--- src/hw/mit_pkg.sv ---
// constants and carrier types for the supply monitor internal timers
`default_nettype none
package mit_pkg;
  localparam int CLK_NS       = 40;
  localparam int TICK_NS      = 1000;
  localparam int TICK_CYC     = TICK_NS / CLK_NS;
  localparam int TMR_W        = 18;
  localparam int WDOG_US      = 32000;
  localparam int ADC_SETTLE_US = 304;
  localparam int ARM_US       = 255000;
  localparam int HOLD_US      = 32000;
  localparam int SETUP_US     = 32000;
  localparam int DEC_US       = 88;
  localparam int OUT_MAX_NS   = 2500;
  // longest allowed lag of pin update, rounded down
  localparam int OUT_MAX_CYC  = OUT_MAX_NS / CLK_NS;
  localparam int EDGE_W       = 6;
  localparam logic [5:0] RD_EDGE = 6'h1a;
  localparam logic [5:0] WR_EDGE = 6'h23;
  localparam int OFS_W        = 10;

  typedef struct packed {
    logic       read_cmd;
    logic       write_cmd;
    logic [1:0] wr_low;
  } mit_io_cmd_t;

  typedef enum logic [1:0] {
    TRK_IDLE,
    TRK_ON_HOLD,
    TRK_OFF_SETUP,
    TRK_DEC
  } mit_trk_state_t;
endpackage
`default_nettype wire

--- src/hw/mit_timers.sv ---
// internal timers: bus watchdog, adc settle, tracking, pin io timing
`default_nettype none
module mit_timers
  import mit_pkg::*;
#(
  parameter int WDOG_LEN   = mit_pkg::WDOG_US,
  parameter int SETTLE_LEN = mit_pkg::ADC_SETTLE_US,
  parameter int ARM_LEN    = mit_pkg::ARM_US,
  parameter int HOLD_LEN   = mit_pkg::HOLD_US,
  parameter int SETUP_LEN  = mit_pkg::SETUP_US,
  parameter int DEC_LEN    = mit_pkg::DEC_US
) (
  input  wire logic                     clk,
  input  wire logic                     rst,
  input  wire logic                     scl_in,
  input  wire logic                     sda_in,
  input  wire logic [1:0]               gpio_in,
  input  wire mit_pkg::mit_io_cmd_t     io_cmd,
  input  wire logic                     adc_mux_change,
  input  wire logic                     track_arm,
  input  wire logic                     track_cmd,
  input  wire logic                     track_on_start,
  input  wire logic                     track_off_start,
  input  wire logic [mit_pkg::OFS_W-1:0] track_ofs_init,
  output logic                          bus_abort,
  output logic                          txn_active,
  output logic [1:0]                    gpio_rd_data,
  output logic [1:0]                    gpio_oe,
  output logic                          adc_conv_start,
  output logic                          arm_pending,
  output logic                          arm_abort,
  output logic                          tracking_handshake_pin_oe,
  output logic                          current_output_dac_disconnect,
  output logic [mit_pkg::OFS_W-1:0]     track_ofs,
  output logic                          track_done
);
  import mit_pkg::*;

  // two-flop synchronisers, plus a third stage for edge detect
  logic [3:0] s1_reg, s2_reg, s3_reg;
  always_ff @(posedge clk) begin
    if (rst) begin
      s1_reg <= 4'hf;
      s2_reg <= 4'hf;
      s3_reg <= 4'hf;
    end else begin
      s1_reg <= {gpio_in, sda_in, scl_in};
      s2_reg <= s1_reg;
      s3_reg <= s2_reg;
    end
  end

  logic scl_rise, start_cond, stop_cond;
  assign scl_rise   = s2_reg[0] & ~s3_reg[0];
  assign start_cond = s2_reg[0] & s3_reg[0] & ~s2_reg[1] & s3_reg[1];
  assign stop_cond  = s2_reg[0] & s3_reg[0] & s2_reg[1] & ~s3_reg[1];

  // common microsecond time base for every timer
  logic [4:0] pre_reg, pre_next;
  logic       tick;
  assign tick = (pre_reg == 5'(TICK_CYC - 1));
  always_comb begin
    pre_next = tick ? 5'h0 : pre_reg + 5'h1;
  end
  always_ff @(posedge clk) begin
    if (rst) pre_reg <= '0;
    else     pre_reg <= pre_next;
  end

  // watchdog runs from start to stop of each transaction
  logic wd_exp;
  logic wd_start;
  mit_timer #(.W(TMR_W)) u_wdog (
    .clk     (clk),
    .rst     (rst),
    .start   (wd_start),
    .stop    (stop_cond),
    .tick    (tick),
    .len     (TMR_W'(WDOG_LEN)),
    .busy    (),
    .expired (wd_exp)
  );

  // transaction tracking and scl edge count
  logic [EDGE_W-1:0] edge_reg, edge_next;
  logic              txn_reg, txn_next;
  logic [1:0]        rd_reg, rd_next, oe_reg, oe_next;
  always_comb begin
    edge_next = edge_reg;
    txn_next  = txn_reg;
    rd_next   = rd_reg;
    oe_next   = oe_reg;
    if (wd_exp || stop_cond) begin
      txn_next  = 1'b0; // abandon the command on timeout
      edge_next = '0;
    end else if (start_cond && !txn_reg) begin
      txn_next  = 1'b1;
      edge_next = '0;
    end else if (scl_rise && txn_reg && edge_reg != '1) begin
      edge_next = edge_reg + EDGE_W'(1);
      // pins sampled right at the 26th rise
      if (edge_next == RD_EDGE && io_cmd.read_cmd)
        rd_next = s2_reg[3:2];
      // applied a cycle later, far inside OUT_MAX_CYC
      if (edge_next == WR_EDGE && io_cmd.write_cmd)
        oe_next = io_cmd.wr_low;
    end
  end
  always_ff @(posedge clk) begin
    if (rst) begin
      edge_reg <= '0;
      txn_reg  <= 1'b0;
      rd_reg   <= 2'h0;
      oe_reg   <= 2'h0;
    end else begin
      edge_reg <= edge_next;
      txn_reg  <= txn_next;
      rd_reg   <= rd_next;
      oe_reg   <= oe_next;
    end
  end
  // a repeated start must not stretch a stalled command
  assign wd_start     = start_cond & ~txn_reg;
  assign bus_abort    = wd_exp;
  assign txn_active   = txn_reg;
  assign gpio_rd_data = rd_reg;
  assign gpio_oe      = oe_reg;

  // adc settle after each mux change; a new change restarts it
  mit_timer #(.W(TMR_W)) u_settle (
    .clk     (clk),
    .rst     (rst),
    .start   (adc_mux_change),
    .stop    (1'b0),
    .tick    (tick),
    .len     (TMR_W'(SETTLE_LEN)),
    .busy    (),
    .expired (adc_conv_start)
  );

  // pending arm dropped if no tracking command in time
  mit_timer #(.W(TMR_W)) u_arm (
    .clk     (clk),
    .rst     (rst),
    .start   (track_arm),
    .stop    (track_cmd),
    .tick    (tick),
    .len     (TMR_W'(ARM_LEN)),
    .busy    (arm_pending),
    .expired (arm_abort)
  );

  // tracking sequencer: hold, setup and decrement phases
  mit_trk_state_t     st_reg, st_next;
  logic [OFS_W-1:0]   ofs_reg, ofs_next;
  logic               hs_reg, hs_next;
  logic               disc_reg, disc_next;
  logic               done_reg, done_next;
  logic               tr_start, tr_exp;
  logic [TMR_W-1:0]   tr_len;
  always_comb begin
    st_next   = st_reg;
    ofs_next  = ofs_reg;
    hs_next   = hs_reg;
    disc_next = 1'b0;
    done_next = 1'b0;
    tr_start  = 1'b0;
    tr_len    = TMR_W'(HOLD_LEN);
    case (st_reg)
      TRK_IDLE: begin
        if (track_on_start) begin
          hs_next  = 1'b1; // pin driven low
          tr_start = 1'b1;
          tr_len   = TMR_W'(HOLD_LEN);
          st_next  = TRK_ON_HOLD;
        end else if (track_off_start) begin
          hs_next  = 1'b0; // pin released high
          ofs_next = track_ofs_init;
          tr_start = 1'b1;
          tr_len   = TMR_W'(SETUP_LEN);
          st_next  = TRK_OFF_SETUP;
        end
      end
      TRK_ON_HOLD: begin
        if (tr_exp) begin
          disc_next = 1'b1;
          st_next   = TRK_IDLE;
        end
      end
      TRK_OFF_SETUP: begin
        if (tr_exp) begin
          tr_start = 1'b1;
          tr_len   = TMR_W'(DEC_LEN);
          st_next  = TRK_DEC;
        end
      end
      TRK_DEC: begin
        if (ofs_reg == '0) begin
          done_next = 1'b1;
          st_next   = TRK_IDLE;
        end else if (tr_exp) begin
          ofs_next = ofs_reg - OFS_W'(1);
          tr_start = 1'b1;
          tr_len   = TMR_W'(DEC_LEN);
        end
      end
      default: st_next = TRK_IDLE;
    endcase
  end
  always_ff @(posedge clk) begin
    if (rst) begin
      st_reg   <= TRK_IDLE;
      ofs_reg  <= '0;
      hs_reg   <= 1'b0;
      disc_reg <= 1'b0;
      done_reg <= 1'b0;
    end else begin
      st_reg   <= st_next;
      ofs_reg  <= ofs_next;
      hs_reg   <= hs_next;
      disc_reg <= disc_next;
      done_reg <= done_next;
    end
  end

  mit_timer #(.W(TMR_W)) u_track (
    .clk     (clk),
    .rst     (rst),
    .start   (tr_start),
    .stop    (1'b0),
    .tick    (tick),
    .len     (tr_len),
    .busy    (),
    .expired (tr_exp)
  );

  assign tracking_handshake_pin_oe     = hs_reg;
  assign current_output_dac_disconnect = disc_reg;
  assign track_ofs                     = ofs_reg;
  assign track_done                    = done_reg;
endmodule
`default_nettype wire

--- src/hw/mit_timer.sv ---
// one-shot timer counting time-base ticks
`default_nettype none
module mit_timer #(
  parameter int W = 18
) (
  input  wire logic         clk,
  input  wire logic         rst,
  input  wire logic         start,
  input  wire logic         stop,
  input  wire logic         tick,
  input  wire logic [W-1:0] len,
  output logic              busy,
  output logic              expired
);
  logic [W-1:0] cnt_reg, cnt_next;
  logic         busy_reg, busy_next;
  logic         exp_reg, exp_next;

  // start wins over stop so a restart is never lost
  always_comb begin
    cnt_next  = cnt_reg;
    busy_next = busy_reg;
    exp_next  = 1'b0;
    if (start) begin
      cnt_next  = len;
      busy_next = 1'b1;
    end else if (stop) begin
      busy_next = 1'b0;
    end else if (busy_reg && tick) begin
      if (cnt_reg <= W'(1)) begin
        busy_next = 1'b0;
        exp_next  = 1'b1;
      end else begin
        cnt_next = cnt_reg - W'(1);
      end
    end
  end

  always_ff @(posedge clk) begin
    if (rst) begin
      cnt_reg  <= '0;
      busy_reg <= 1'b0;
      exp_reg  <= 1'b0;
    end else begin
      cnt_reg  <= cnt_next;
      busy_reg <= busy_next;
      exp_reg  <= exp_next;
    end
  end

  assign busy    = busy_reg;
  assign expired = exp_reg;
endmodule
`default_nettype wire

--- config.mk ---
export PLATFORM = sky130hd
export DESIGN_NAME = mit_timers
export DESIGN_NICKNAME = d
export VERILOG_FILES = /design/src/hw/mit_pkg.sv /design/src/hw/mit_timers.sv /design/src/hw/mit_timer.sv
export SDC_FILE = /design/constraint.sdc
export NUM_CORES = 1
export LEC_CHECK = 0
export BUFFER_PORTS_ARGS = -buffer_cell sky130_fd_sc_hd__buf_4
export CORE_ASPECT_RATIO = 1.1
export CORE_MARGIN = 10
export CORE_UTILIZATION = 50
export CTS_BUF_LIST = sky130_fd_sc_hd__clkbuf_4 sky130_fd_sc_hd__clkbuf_8 sky130_fd_sc_hd__clkbuf_16
export CTS_CLUSTER_SIZE = 30
export DETAILED_ROUTE_END_ITERATION = 10
export GPL_ROUTABILITY_DRIVEN = 0
export PLACE_DENSITY = 0.78
export SETUP_SLACK_MARGIN = 0.2
export SKIP_LAST_GASP = 1
export SLEW_MARGIN = 30
export SYNTH_ARGS = -nofsm -noshare
export SYNTH_HDL_FRONTEND = slang
export SYNTH_HIERARCHICAL = 1
export SYNTH_SLANG_ARGS = --single-unit
export TNS_END_PERCENT = 100
--- constraint.sdc ---
create_clock -name clk -period 2.95 [get_ports clk]
set_clock_uncertainty 0.05 [all_clocks]
set_input_delay 0.295 -clock clk [delete_from_list [all_inputs] [get_ports clk]]
set_output_delay 0.295 -clock clk [all_outputs]
set_load 0.02 [all_outputs]
* Word level (Yosys, flattened, before mapping)
Cells that the tools add are included.
** Word-level totals
- Bits in registers :: 121
- Bits of input ports :: 25
- Output and inout port bits :: 22
- Word-level logic and storage cells :: 191
** Operators by class
- $add $sub $neg :: 7
- Magnitude comparators :: 4
- Equality and inequality tests :: 21
- Mux-type cells :: 54
- Bitwise gates (word level) :: 24
- Reduce and logical (&&, ||, !) cells :: 53
** Operators by type and width (count)
- 2-to-1 mux 18 bit :: 8
- 2-to-1 mux 15 bit :: 5
- less-or-equal comparator 18 x 1 -> 1 bit (second input constant) :: 4
- subtractor 18 x 1 -> 18 bit (second input constant) :: 4
- 2-to-1 mux 10 bit :: 4
- one-hot mux 18 bit (2 select lines) :: 1
- 2-to-1 mux 9 bit :: 3
- 2-to-1 mux 1 bit :: 25
- one-hot mux 10 bit (2 select lines) :: 1
- NOT 1 bit :: 17
- inequality test 2 bit (second input constant) :: 8
- AND reduction 2 bit :: 8
- nonzero test 2 bit :: 8
- OR reduction 2 bit :: 7
- AND reduction 3 bit :: 4
- AND reduction 4 bit :: 3
- nonzero test 3 bit :: 4
- logical NOT 10 bit :: 1
- 2-to-1 mux 2 bit :: 5
- inequality test 2 x 1 -> 1 bit (second input constant) :: 5
- subtractor 10 x 1 -> 10 bit (second input constant) :: 1
- logical AND 1 bit :: 9
- OR reduction 3 bit :: 3
- one-hot mux 2 bit (4 select lines) :: 1
- 16 further kinds :: 24

* Depth between registers and ports, before layout
Gate-level depths: netlist (run 1).
- Depth after elaboration :: 6
- Gate-level depth with buffers :: 10
- Gate-level depth less buffers :: 9

* Hierarchy
The synthesis (run 1) kept the hierarchy.
** Modules (own cells, without submodules)
- mit_timer :: instances 4, cells an instance 156, area each 1325.0 µm², seq. area each 400.4 µm²
- mit_timers :: instances 1, cells an instance 247, area each 2103.3 µm², seq. area each 820.8 µm²

* Worst setup path after synthesis (run 1)
Ideal clock, no wire load.
- Kind :: flip-flop to flip-flop
- From :: register ofs_reg[0] (netlist: track_ofs[0])
- To :: register u_track.cnt_reg[16]
- Setup time :: 95 ps
- Arrival :: 2295 ps
- Required time :: 2805 ps
- Setup slack :: 510 ps
- Cell stages (with the launch flop) :: 10
- Path buffers :: 2
- Clock period less this slack :: 2440 ps
- Cell sequence :: dfxtp_1 -> inv_1 -> ha_1 -> nor4b_1 -> nand4_1 -> nand3_1 -> nand2_1 -> buf_1 -> clkbuf_1 -> a221oi_1
** On the way
- Cells in the longest elaborated chain, start to end :: 5
- Elaborated cells on any way between the ends :: 7
- Classes of those cells :: 1 x eq/ne; 3 x mux; 3 x reduce/logical
** Ends and longest elaborated chain
- start: declaration :: RTL line mit_timers.sv:155 : logic [OFS_W-1:0] ofs_reg, ofs_next;
- start signal: assignment :: RTL line mit_timers.sv:219 : ofs_reg <= ofs_next;
- logical NOT 10 bit * :: RTL line mit_timers.sv:198 : if (ofs_reg == '0) begin
- 2-to-1 mux 1 bit * :: RTL line mit_timers.sv:198
- one-hot mux 1 bit (3 select lines) * :: RTL line mit_timers.sv:169 : case (st_reg)
- via tr_start :: RTL line mit_timers.sv:159 : logic tr_start, tr_exp;
- inequality test 2 bit (no line) / nonzero test 2 bit (equally long branches)
- AND reduction 2 bit (no line)
- end signal: assignment :: RTL line mit_timer.sv:45 : cnt_reg <= cnt_next;
- end: declaration :: RTL line mit_timer.sv:15 : logic [W-1:0] cnt_reg, cnt_next;
Mark *: on every way through the listed nets, which the timed path passes. The rest lies on a longest branch.
A chain may end at the register's enable or synchronous reset.

* Final worst setup path (run 1)
- From :: register pre_reg[1]
- To :: register u_arm.cnt_reg[12]
** On the way
- Cells in the longest elaborated chain, start to end :: 3
** Ends and longest elaborated chain
- start: declaration :: RTL line mit_timers.sv:59 : logic [4:0] pre_reg, pre_next;
- start signal: assignment :: RTL line mit_timers.sv:67 : else pre_reg <= pre_next;
- == test 5 bit :: RTL line mit_timers.sv:61 : assign tick = (pre_reg == 5'(TICK_CYC - 1));
- via tick :: RTL line mit_timers.sv:60 : logic tick;
- logical AND 1 bit :: RTL line mit_timer.sv:29 : end else if (busy_reg && tick) begin
- AND reduction 3 bit (no line)
- end signal: assignment :: RTL line mit_timer.sv:45
- end: declaration :: RTL line mit_timer.sv:15
The timed path passes the listed nets, and every way through them passes these cells.

==> results.py, run 1 <==
metrics = {
    "status": {
        "status": "complete, no violations",
    },
    "route": {
        "firstDrtPassIters": 4,
        "detail-route-antenna-nets": 0,
        "wl_per_cell_um": 13.5,
        "num_vias": 6370,
        "vias_per_cell": 5.44,
        "totalWireLength_mm": 15.8,
        "drc": 0,
        "drt_iter0_markers": 262,
    },
    "die": {
        "die_width_um": 136,
        "die_area_um2": 20100,
        "rows": 46,
        "io_pins": 47,
        "die_h_um": 148,
        "initial_core_util_pct": 51.2,
        "core_area_um2": 14400,
    },
    "synth": {
        "synth_cell_types": 66,
        "yosysSeqAreaShare_pct": 32.7,
        "synth-seq-cells": 121,
        "syn-cell-area_um2": 7400,
        "synth_async_sr_flop_share_pct": 0,
        "yosys_warnings": 6,
        "synth_edf_count": 0,
        "syn_inst": 871,
        "synth.avg_cell_area_um2": 8.50,
        "synthFlopType": "dfxtp_1",
    },
    "worst_setup_path": {
        "worst-path-stages": 8,
        "crit_buf_inv": 1,
        "reg2reg_slack_ns": 0.45,
        "path_cells": "inv_1 > ha_1 > and4b_1 > and3b_1 > nand3_4 > or4_1 > xnor2_1 > o21a_1",
        "cp_max_fo": 13,
        "crit_path_max_incr_delay_ns": 0.51,
        "reg2reg_from": "pre_reg[1]$_SDFF_PP0_",
        "critPathLaunch": "pre_reg[1]$_SDFF_PP0_",
        "critPathKind": "register to register",
        "critPathLaunchType": "register",
        "regToRegEndpoint": "u_arm/cnt_reg[12]$_SDFFE_PP0P_",
        "critPathArrivalTime_ns": 2.76,
        "crit_path_top_delay_cell": "and4b_1",
        "cp-end-kind": "register",
        "reg2regPathDepth": 8,
        "critical_path_required_ns": 3.20,
        "endpoint": "u_arm/cnt_reg[12]$_SDFFE_PP0P_",
        "cp_top_family": "simple AND/OR/NAND/NOR gates",
    },
    "finish": {
        "final_nets": 1005,
        "fill_cells": 1299,
        "antenna_cells": 0,
        "drive_above_1_share_pct": 16.5,
        "layout-area-overhead-vs-synth_pct": 17.2,
    },
    "clock_network": {
        "clkTransAtPathRegs_ns": 0.06,
        "post_cts_buffers": 0,
        "cts_tree": "done",
        "cts_root_buffer": "clkbuf_16",
        "insertion_delay_ns": 0.41,
        "holdBufCountCts": 0,
        "htree_levels": 4,
        "cts_made_buffers": 17,
        "clockBufferDepth": 2,
        "clock-sinks": 121,
        "ctsResizeCount": 0,
    },
    "global_routing": {
        "use_met2_pct": 25.4,
        "grt_max_degree": 43,
        "busiest_layer": "met2",
        "met3_usage_pct": 3.80,
        "met1_usage_pct": 19.6,
        "grt.overflow.total": 0,
        "globalRouteTotalUtil_pct": 15.7,
        "grt_pass1_wl_mm": 27.1,
        "grt_pass1_vias": 5940,
        "antenna_found_initial": 0,
    },
    "sta": {
        "hold_ws_ns": 0.0192,
        "period_minus_slack_ns": 2.50,
        "report.final.slew_viol_count": 0,
        "fin_ws_ns": 0.445,
        "rsz0062_at_grt": "false",
        "worstMarginPinSlew_ns": 0.706,
        "max_freq_ghz": 0.399,
        "hold_violations": 0,
        "fin_crit_sh_pct": 84.9,
        "setup_viol": 0,
        "timing.setup.tns_ns": 0,
        "slew-limit-headroom_pct": 52.9,
    },
    "power": {
        "ir_worst_vdd_mv": 0.333,
        "p_leak_nw": 3.61,
        "power.density_nw_per_um2": 526,
    },
    "hold_path": {
        "min_delay_path_depth": 2,
        "hold_class": "input port to register",
    },
    "run": {
        "maxCapViolCount": 0,
    },
    "placed_design": {
        "dp_hpwl_mm": 10.5,
        "numPortBuffers": 46,
        "preCtsSetupSlack_ns": 0.497,
    },
}
-- cells in the mapped netlist (all sizes together), types with 19 or more instances --
cell	n	area, um2
inv	90	338
xnor2	19	166
buf	20	133
dfxtp	121	2420
nand3	24	170
a21oi	79	414
xor2	41	359
o21a	51	383
nor4	28	260
nor2	63	236
a2111oi	30	448
clkbuf	28	105
nand2	55	216
a211oi	19	143
-- per-layer routing --
| layer | share of wire, % | vias up |
|---|---|---|
| li1 | - | 3274 |
| met1 | 47 | 2929 |
| met2 | 47 | 151 |
| met3 | 5.2 | 16 |
| met4 | 1.3 | 0 |
| met5 | 0 | - |
-- metrics by stage --
step                      instance area (um2)  total power [mW]  util, %  cells
final                                    8670              4.56     60.0   1170
after global routing                     8670              4.77     60.0   1170
after CTS                                8670              4.59     60.0   1170
after detailed placement                 8100              2.59     56.1   1138
after global placement                   8090              2.57     56.0   1138
after floorplan                          7650              2.43        -    936
-- power breakdown --
group	switching (mW)	total (mW)	internal, mW
registers	0.110	1.85	1.74
logic	0.448	0.725	0.277
clock network	0.714	1.99	1.28
-- worst min path at each step --
stage	from	to	slack, ns
finish	gpio_in[0]	s1_reg[2]$_SDFF_PP1_	0.02
CTS	gpio_in[0]	s1_reg[2]$_SDFF_PP1_	0.003
detailed placement	s1_reg[2]$_SDFF_PP1_	s2_reg[2]$_SDFF_PP1_	0.35
global route	gpio_in[0]	s1_reg[2]$_SDFF_PP1_	0.01
floorplan	rst	u_arm/cnt_reg[13]$_SDFFE_PP0P_	0.32
global placement	s1_reg[2]$_SDFF_PP1_	s2_reg[2]$_SDFF_PP1_	0.34
-- cells in the final DEF (no fill, tap or decap), drive strengths merged, types with 7 or more instances in the layout --
cell and n:
or2 16, xnor2 19, a21oi 79, a2111oi 30, xor2 41, dfxtp 121, and4b 17, conb 67
and3b 7, a211oi 19, clkbuf 24, nor2 63, a31oi 11, nor3 17, nand2 55, o21ai 14
nand4b 9, nand3 24, ha 15, o21a 51, buf 58, inv 90, or4 7, nor4 28
-- logic make-up after synthesis --
logic type	count (synthesis)	synth area share, %
multiplexers	6	0.811
other	2	0.101
flip-flops	121	32.7
adder cells (fa/ha/maj)	15	2.54
buffers and inverters	138	7.77
AO/OA/AOI/OAI	249	26.0
XOR/XNOR	60	7.10
AND/OR/NAND/NOR	280	23.0
-- area by class of cell --
type	count	area (um2)	area share, %
flip-flops and latches	121	2420	27.9
clock buffers	24	509	5.87
clock inverters	8	67.6	0.779
multi-input cells	677	4660	53.7
well taps	192	240	2.77
repair buffers	58	435	5.02
inverters	90	338	3.89
Power figures use the tool's default switching activity.
==> run 2: changes to the inputs <==
- ABC_AREA: unset -> 1
- PLACE_DENSITY: 0.78 -> 0.77
- clock period: 2.95 -> 2.52 ns (I/O delays scaled with it)
==> run 2 against run 1 <==
Critical path type unchanged. Cell count rose by 45%. Critical path depth increased by 6. Sequential share of layout area down 2.9 points. Final area rose by 11%. Worst hold slack better by 0.045 ns. Setup slack worse by 0.14 ns. Non-clock buffer count grew 12. Critical endpoint is now u_track/cnt_reg[5]$_SDFFE_PP0P_. First-iteration DRC count rose by 78%.
==> results.py, run 2 <==
metrics = {
    "synth": {
        "synth_commonest_cells": "nor2_1, nand2_1, inv_1",
        "syn_inst": 1356,
        "synth.area.top_cells": "dfxtp_1, nor2_1, nand2_1",
        "yosys_warnings": 6,
        "synthFlopType": "dfxtp_1",
        "synth-seq-cells": 121,
        "yosys.area.top_type": "dfxtp_1",
        "synth_edf_count": 0,
        "synth_top_area_share_pct": 29.8,
        "synth_async_sr_flop_share_pct": 0,
        "synth_cell_types": 37,
        "yosysSeqAreaShare_pct": 29.8,
        "yosysMostFrequentCell": "nor2_1",
        "syn-cell-area_um2": 8120,
        "synth.avg_cell_area_um2": 5.99,
    },
    "route": {
        "num_vias": 8358,
        "firstDrtPassIters": 5,
        "vias_per_cell": 4.93,
        "detail-route-antenna-nets": 0,
        "wl_per_cell_um": 11.4,
        "drc": 0,
        "totalWireLength_mm": 19.3,
        "drt_iter0_markers": 466,
    },
    "sta": {
        "timing.setup.tns_ns": 0,
        "slew-limit-headroom_pct": 63.1,
        "report.final.slew_viol_count": 0,
        "rsz0062_at_grt": "true",
        "fin_ws_ns": 0.308,
        "max_freq_ghz": 0.452,
        "setup_viol": 0,
        "worstMarginPinSlew_ns": 0.547,
        "period_minus_slack_ns": 2.21,
        "fin_crit_sh_pct": 87.8,
        "hold_violations": 0,
    },
    "global_routing": {
        "use_met2_pct": 31.1,
        "globalRouteTotalUtil_pct": 17.5,
        "grt_pass1_vias": 7742,
        "grt_max_degree": 37,
        "grt_pass1_wl_mm": 33.3,
        "grt.overflow.total": 0,
        "met1_usage_pct": 20.3,
        "antenna_found_initial": 0,
        "busiest_layer": "met2",
        "met3_usage_pct": 3.51,
    },
    "worst_setup_path": {
        "critPathKind": "register to register",
        "cp_max_fo": 11,
        "critPathLaunchType": "register",
        "reg2reg_from": "track_ofs[1]$_SDFFE_PP0P_",
        "reg2regPathDepth": 14,
        "reg2reg_slack_ns": 0.31,
        "critical_path_required_ns": 2.78,
        "critPathArrivalTime_ns": 2.47,
        "cp-end-kind": "register",
        "regToRegEndpoint": "u_track/cnt_reg[5]$_SDFFE_PP0P_",
    },
    "finish": {
        "final_nets": 1525,
        "antenna_cells": 0,
        "fill_cells": 1530,
        "layout-area-overhead-vs-synth_pct": 19.1,
        "drive_above_1_share_pct": 12.6,
        "multiInputGateArea_um2": 5290,
        "layoutNonFillerInstCount": 1697,
        "final_common_cell": "nor2_1",
        "seq_area_um2": 2420,
        "post-route-util_pct": 61.2,
        "final_cell_mix": "nor2_1, nand2_1, inv_1",
    },
    "power": {
        "swShare_pct": 39.2,
        "power.density_nw_per_um2": 852,
        "combPwrFrac_pct": 37.9,
        "p_leak_nw": 4.76,
        "seq_power_share_pct": 30.6,
        "power_mw": 8.24,
        "clockPowerShare_pct": 31.6,
        "p_int_mw": 5.01,
        "p_switching_mw": 3.23,
        "ir_worst_vdd_mv": 0.466,
    },
    "run": {
        "maxCapViolCount": 0,
    },
    "hold_path": {
        "hold_class": "input port to register",
        "min_to": "u_arm/expired$_SDFF_PP0_",
        "hp-start": "track_arm",
        "min_delay_path_depth": 2,
    },
    "die": {
        "core_area_um2": 15800,
        "die_area_um2": 21700,
        "die_width_um": 142,
        "die_h_um": 154,
        "initial_core_util_pct": 51.4,
        "rows": 48,
        "io_pins": 47,
    },
    "status": {
        "status": "complete, no violations",
    },
    "placed_design": {
        "dp_hpwl_mm": 13.5,
        "place_inst": 1658,
        "preCtsSetupSlack_ns": 0.0801,
        "numPortBuffers": 46,
    },
    "clock_network": {
        "htree_levels": 4,
        "cts_tree": "done",
        "cts_made_buffers": 17,
        "cts_root_buffer": "clkbuf_16",
        "insertion_delay_ns": 0.42,
        "clkTransAtPathRegs_ns": 0.06,
        "clock-sinks": 121,
        "clockBufferDepth": 2,
    },
}
==> run 2: cell types whose count changed after synthesis, moves of 17 or more <==
cell | before | now
and4b_1 | 17 | 0
inv_1 | 90 | 131
nand2_1 | 51 | 308
nand3_1 | 20 | 130
nor2_1 | 63 | 360
o21a_1 | 51 | 2
o21ai_0 | 13 | 53
xor2_1 | 41 | 8
==> run 2: cell type report <==
class	instances	share of cell area (%)
Timing Repair Buffer	70	5.60
Clock buffer	17	4.40
Clock inverter	14	2.06
Inverter	140	5.58
Timing Repair inverter	1	0.0518
Tap cell	200	2.59
Multi-Input combinational cell	1134	54.7
Sequential cell	121	25.1
==> run 2: logic make-up (layout without fill, tap and decap cells) <==
logic type / after synthesis / in the layout / synth area share (%)
other: 2 / 69 / 0.0925
AO/OA/AOI/OAI: 138 / 138 / 8.74
flip-flops: 121 / 121 / 29.8
adder cells (fa/ha/maj): 15 / 15 / 2.31
buffers and inverters: 169 / 242 / 8.66
AND/OR/NAND/NOR: 899 / 900 / 49.1
XOR/XNOR: 12 / 12 / 1.29
==> run 2: worst max-delay path, stage by stage, from the launching register on <==
cell and delay [ns]:
dfxtp_1 0.32, inv_1 0.11, ha_1 0.15, inv_1 0.04, nor3_1 0.13, nand3_1 0.15
nand2_1 0.09, nand2_1 0.07, nand3_1 0.10, o21ai_2 0.10, buf_4 0.19, nor2_4 0.18
nand3_2 0.17, o21ai_0 0.19, nor2_1 0.05
==> run 2: per-stage QoR <==
step | hold WS [ns] | cell area, um2
after floorplan | 0.281 | 8380
after global placement | 0.342 | 8930
after detailed placement | 0.347 | 8930
after CTS | 0.0535 | 9610
after global routing | 0.0904 | 9670
final | 0.0639 | 9670
==> run 2: layer usage <==
metal	vias up	routed length (um)
met4	0	243
li1	4480	-
met3	22	839
met2	178	9430
met5	-	0
met1	3678	8790
==> run 2: power by group through the flow <==
stage | Sequential, mW | Combinational, mW | Clock (mW)
finish | 2.52 | 3.12 | 2.60
CTS | 2.50 | 3.00 | 2.64
floorplan | 2.55 | 2.23 | 0
global route | 2.56 | 3.59 | 2.72
detailed placement | 2.54 | 2.97 | 0
global placement | 2.53 | 2.91 | 0
==> run 2: worst max-delay path by stage <==
stage | start | to | slack, ns | depth (start not counted)
floorplan | track_ofs[1]$_SDFFE_PP0P_ | u_track/cnt_reg[13]$_SDFFE_PP0P_ | 0.23 | 13
global placement | track_ofs[1]$_SDFFE_PP0P_ | u_track/cnt_reg[13]$_SDFFE_PP0P_ | 0.21 | 13
detailed placement | track_ofs[1]$_SDFFE_PP0P_ | u_track/cnt_reg[13]$_SDFFE_PP0P_ | 0.08 | 13
CTS | track_ofs[1]$_SDFFE_PP0P_ | u_track/cnt_reg[7]$_SDFFE_PP0P_ | 0.23 | 14
global route | track_ofs[1]$_SDFFE_PP0P_ | u_track/cnt_reg[15]$_SDFFE_PP0P_ | 0.17 | 14
finish | track_ofs[1]$_SDFFE_PP0P_ | u_track/cnt_reg[5]$_SDFFE_PP0P_ | 0.31 | 14
==> run 2: timing repair <==
action                                 in CTS  in global routing
endpoints found under the hold margin       5                  0
pin swaps                                   0                  2
gates resized for setup                     2                 10
buffers inserted                            0                  1
hold buffers                                5                  0
setup endpoints to repair                  18                 17
gates cloned                                0                  2
==> run 3: changes to the inputs <==
- CELL_PAD_IN_SITES_DETAIL_PLACEMENT: unset -> 1
- CELL_PAD_IN_SITES_GLOBAL_PLACEMENT: unset -> 2
- CORE_UTILIZATION: 50 -> 33
- PLACE_DENSITY: 0.77 -> 0.9
==> run 3 against run 2 <==
Power increased by 4.3%. Via count increased by 2.0%. Die area increased by 44%. Critical path type unchanged.
==> results.py, run 3 (synthesis gave the netlist of run 2 again) <==
metrics = {
    "power": {
        "ir_worst_vdd_mv": 0.407,
        "power.density_nw_per_um2": 869,
        "p_leak_nw": 4.82,
    },
    "route": {
        "drt_iter0_markers": 266,
        "vias_per_cell": 4.71,
        "totalWireLength_mm": 23.8,
        "detail-route-antenna-nets": 0,
        "drc": 0,
        "wl_per_cell_um": 13.2,
        "firstDrtPassIters": 4,
        "num_vias": 8526,
    },
    "die": {
        "initial_core_util_pct": 33.4,
        "die_area_um2": 31300,
        "rows": 60,
        "die_h_um": 185,
        "io_pins": 47,
        "core_area_um2": 24300,
        "die_width_um": 170,
    },
    "clock_network": {
        "cts_tree": "done",
        "clock-sinks": 121,
        "htree_levels": 4,
        "cts_made_buffers": 17,
        "insertion_delay_ns": 0.43,
        "clockBufferDepth": 2,
        "cts_root_buffer": "clkbuf_16",
        "clkTransAtPathRegs_ns": 0.07,
    },
    "sta": {
        "slew-limit-headroom_pct": 61.9,
        "hold_violations": 0,
        "timing.setup.tns_ns": 0,
        "setup_viol": 0,
        "fin_crit_sh_pct": 83.6,
        "rsz0062_at_grt": "false",
        "max_freq_ghz": 0.475,
        "report.final.slew_viol_count": 0,
        "worstMarginPinSlew_ns": 0.565,
        "period_minus_slack_ns": 2.11,
    },
    "worst_setup_path": {
        "cp_max_fo": 7,
        "path_common_cell": "nor2_1",
        "critPathArrivalTime_ns": 2.36,
        "crit_path_top_delay_cell": "dfxtp_1",
        "path_cells": "inv_1 > ha_1 > inv_1 > nor3_1 > nand3_1 > nand2_1 > nand2_1 > nand3_2 > o21ai_4 > bufinv_8 > buf_4 > nor2_1 > nor2_1 > o21ai_1 > nor2_1",
        "critical_path_required_ns": 2.78,
        "critPathLaunchType": "register",
        "critPathKind": "register to register",
        "crit_path_max_incr_delay_ns": 0.35,
        "cp-end-kind": "register",
    },
    "finish": {
        "fin_area_um2": 9890,
        "final_cell_mix": "nor2_1, nand2_1, inv_1",
        "post-route-util_pct": 40.7,
        "layout-area-overhead-vs-synth_pct": 21.8,
        "final_common_cell": "nor2_1",
        "drive_above_1_share_pct": 12.7,
        "final_nets": 1526,
        "layoutNonFillerInstCount": 1809,
        "antenna_cells": 0,
    },
    "placed_design": {
        "place_inst": 1771,
        "numPortBuffers": 46,
        "placed_area_um2": 9100,
        "dp_hpwl_mm": 17.2,
    },
    "global_routing": {
        "globalRouteTotalUtil_pct": 15.6,
        "grt.overflow.total": 0,
        "grt_pass1_vias": 8651,
        "grt_max_degree": 69,
        "antenna_found_initial": 0,
        "grt_pass1_wl_mm": 41.3,
    },
    "run": {
        "maxCapViolCount": 0,
    },
    "status": {
        "status": "complete, no violations",
    },
    "hold_path": {
        "hold_class": "input port to register",
    },
}
run 3: critical path: cells and delay by family (launching register included):
family          cells  cell delay, ns
flops               1            0.35
simple gates        8            0.65
buf+inv             4            0.56
compound gates      2            0.20
fa+ha+maj           1            0.18
run 3: what timing repair did:
action / 4_1_cts / 5_1_grt
cloned: 0 / 1
resized for setup: 2 / 12
hold endpoints to repair: 5 / 0
pin swaps: 0 / 1
buffers inserted: 0 / 0
hold buffers: 5 / 0
setup endpoints to repair: 17 / 18
run 3: routing by layer:
| layer | part of all wire, % | global-route usage [%] | wire (um) | vias to the layer above |
|---|---|---|---|---|
| met5 | 0 | 0 | 0 | - |
| met4 | 0.85 | 3.59 | 202 | 0 |
| met3 | 1.9 | 2.83 | 445 | 14 |
| met2 | 51 | 28.3 | 12100 | 59 |
| met1 | 47 | 18.6 | 11100 | 3993 |
| li1 | - | - | - | 4460 |
run 3: power breakdown:
group          switching (mW)  internal [mW]  leakage, nW
Combinational            2.07           1.17         3.50
Clock                   0.962           1.87        0.318
Sequential              0.314           2.19        0.998
Total                    3.35           5.24         4.82
run 3: final timing paths:
| path | endpoint | startpoint | slack, ns | depth (start not counted) |
|---|---|---|---|---|
| worst max-delay path | u_track/cnt_reg[8]$_SDFFE_PP0P_ | track_ofs[1]$_SDFFE_PP0P_ | 0.41 | 15 |
| worst max register to register | u_track/cnt_reg[8]$_SDFFE_PP0P_ | track_ofs[1]$_SDFFE_PP0P_ | 0.41 | 15 |
| worst min register to register | s2_reg[0]$_SDFF_PP1_ | s1_reg[0]$_SDFF_PP1_ | 0.36 | 1 |
| worst min-delay path | u_settle/expired$_SDFF_PP0_ | adc_mux_change | 0.05 | 2 |
run 3: final cells by class:
cell class	count	area [um2]
fillers	3343	14400
multi-input cells	1133	5290
flip-flops and latches	121	2420
repair buffers	72	569
inverters	140	539
clock buffers	22	488
well taps	310	388
clock inverters	10	189
repair inverters	1	5.00
run 3: stage by stage:
step	hold slack (ns)	setup slack (ns)	power, mW
2_1_floorplan	0.281	0.234	4.78
3_3_place_gp	0.344	0.188	5.59
3_5_place_dp	0.347	0.0929	5.69
4_1_cts	0.0401	0.209	8.58
5_1_grt	0.0608	0.216	9.26
6_report	0.0512	0.414	8.59
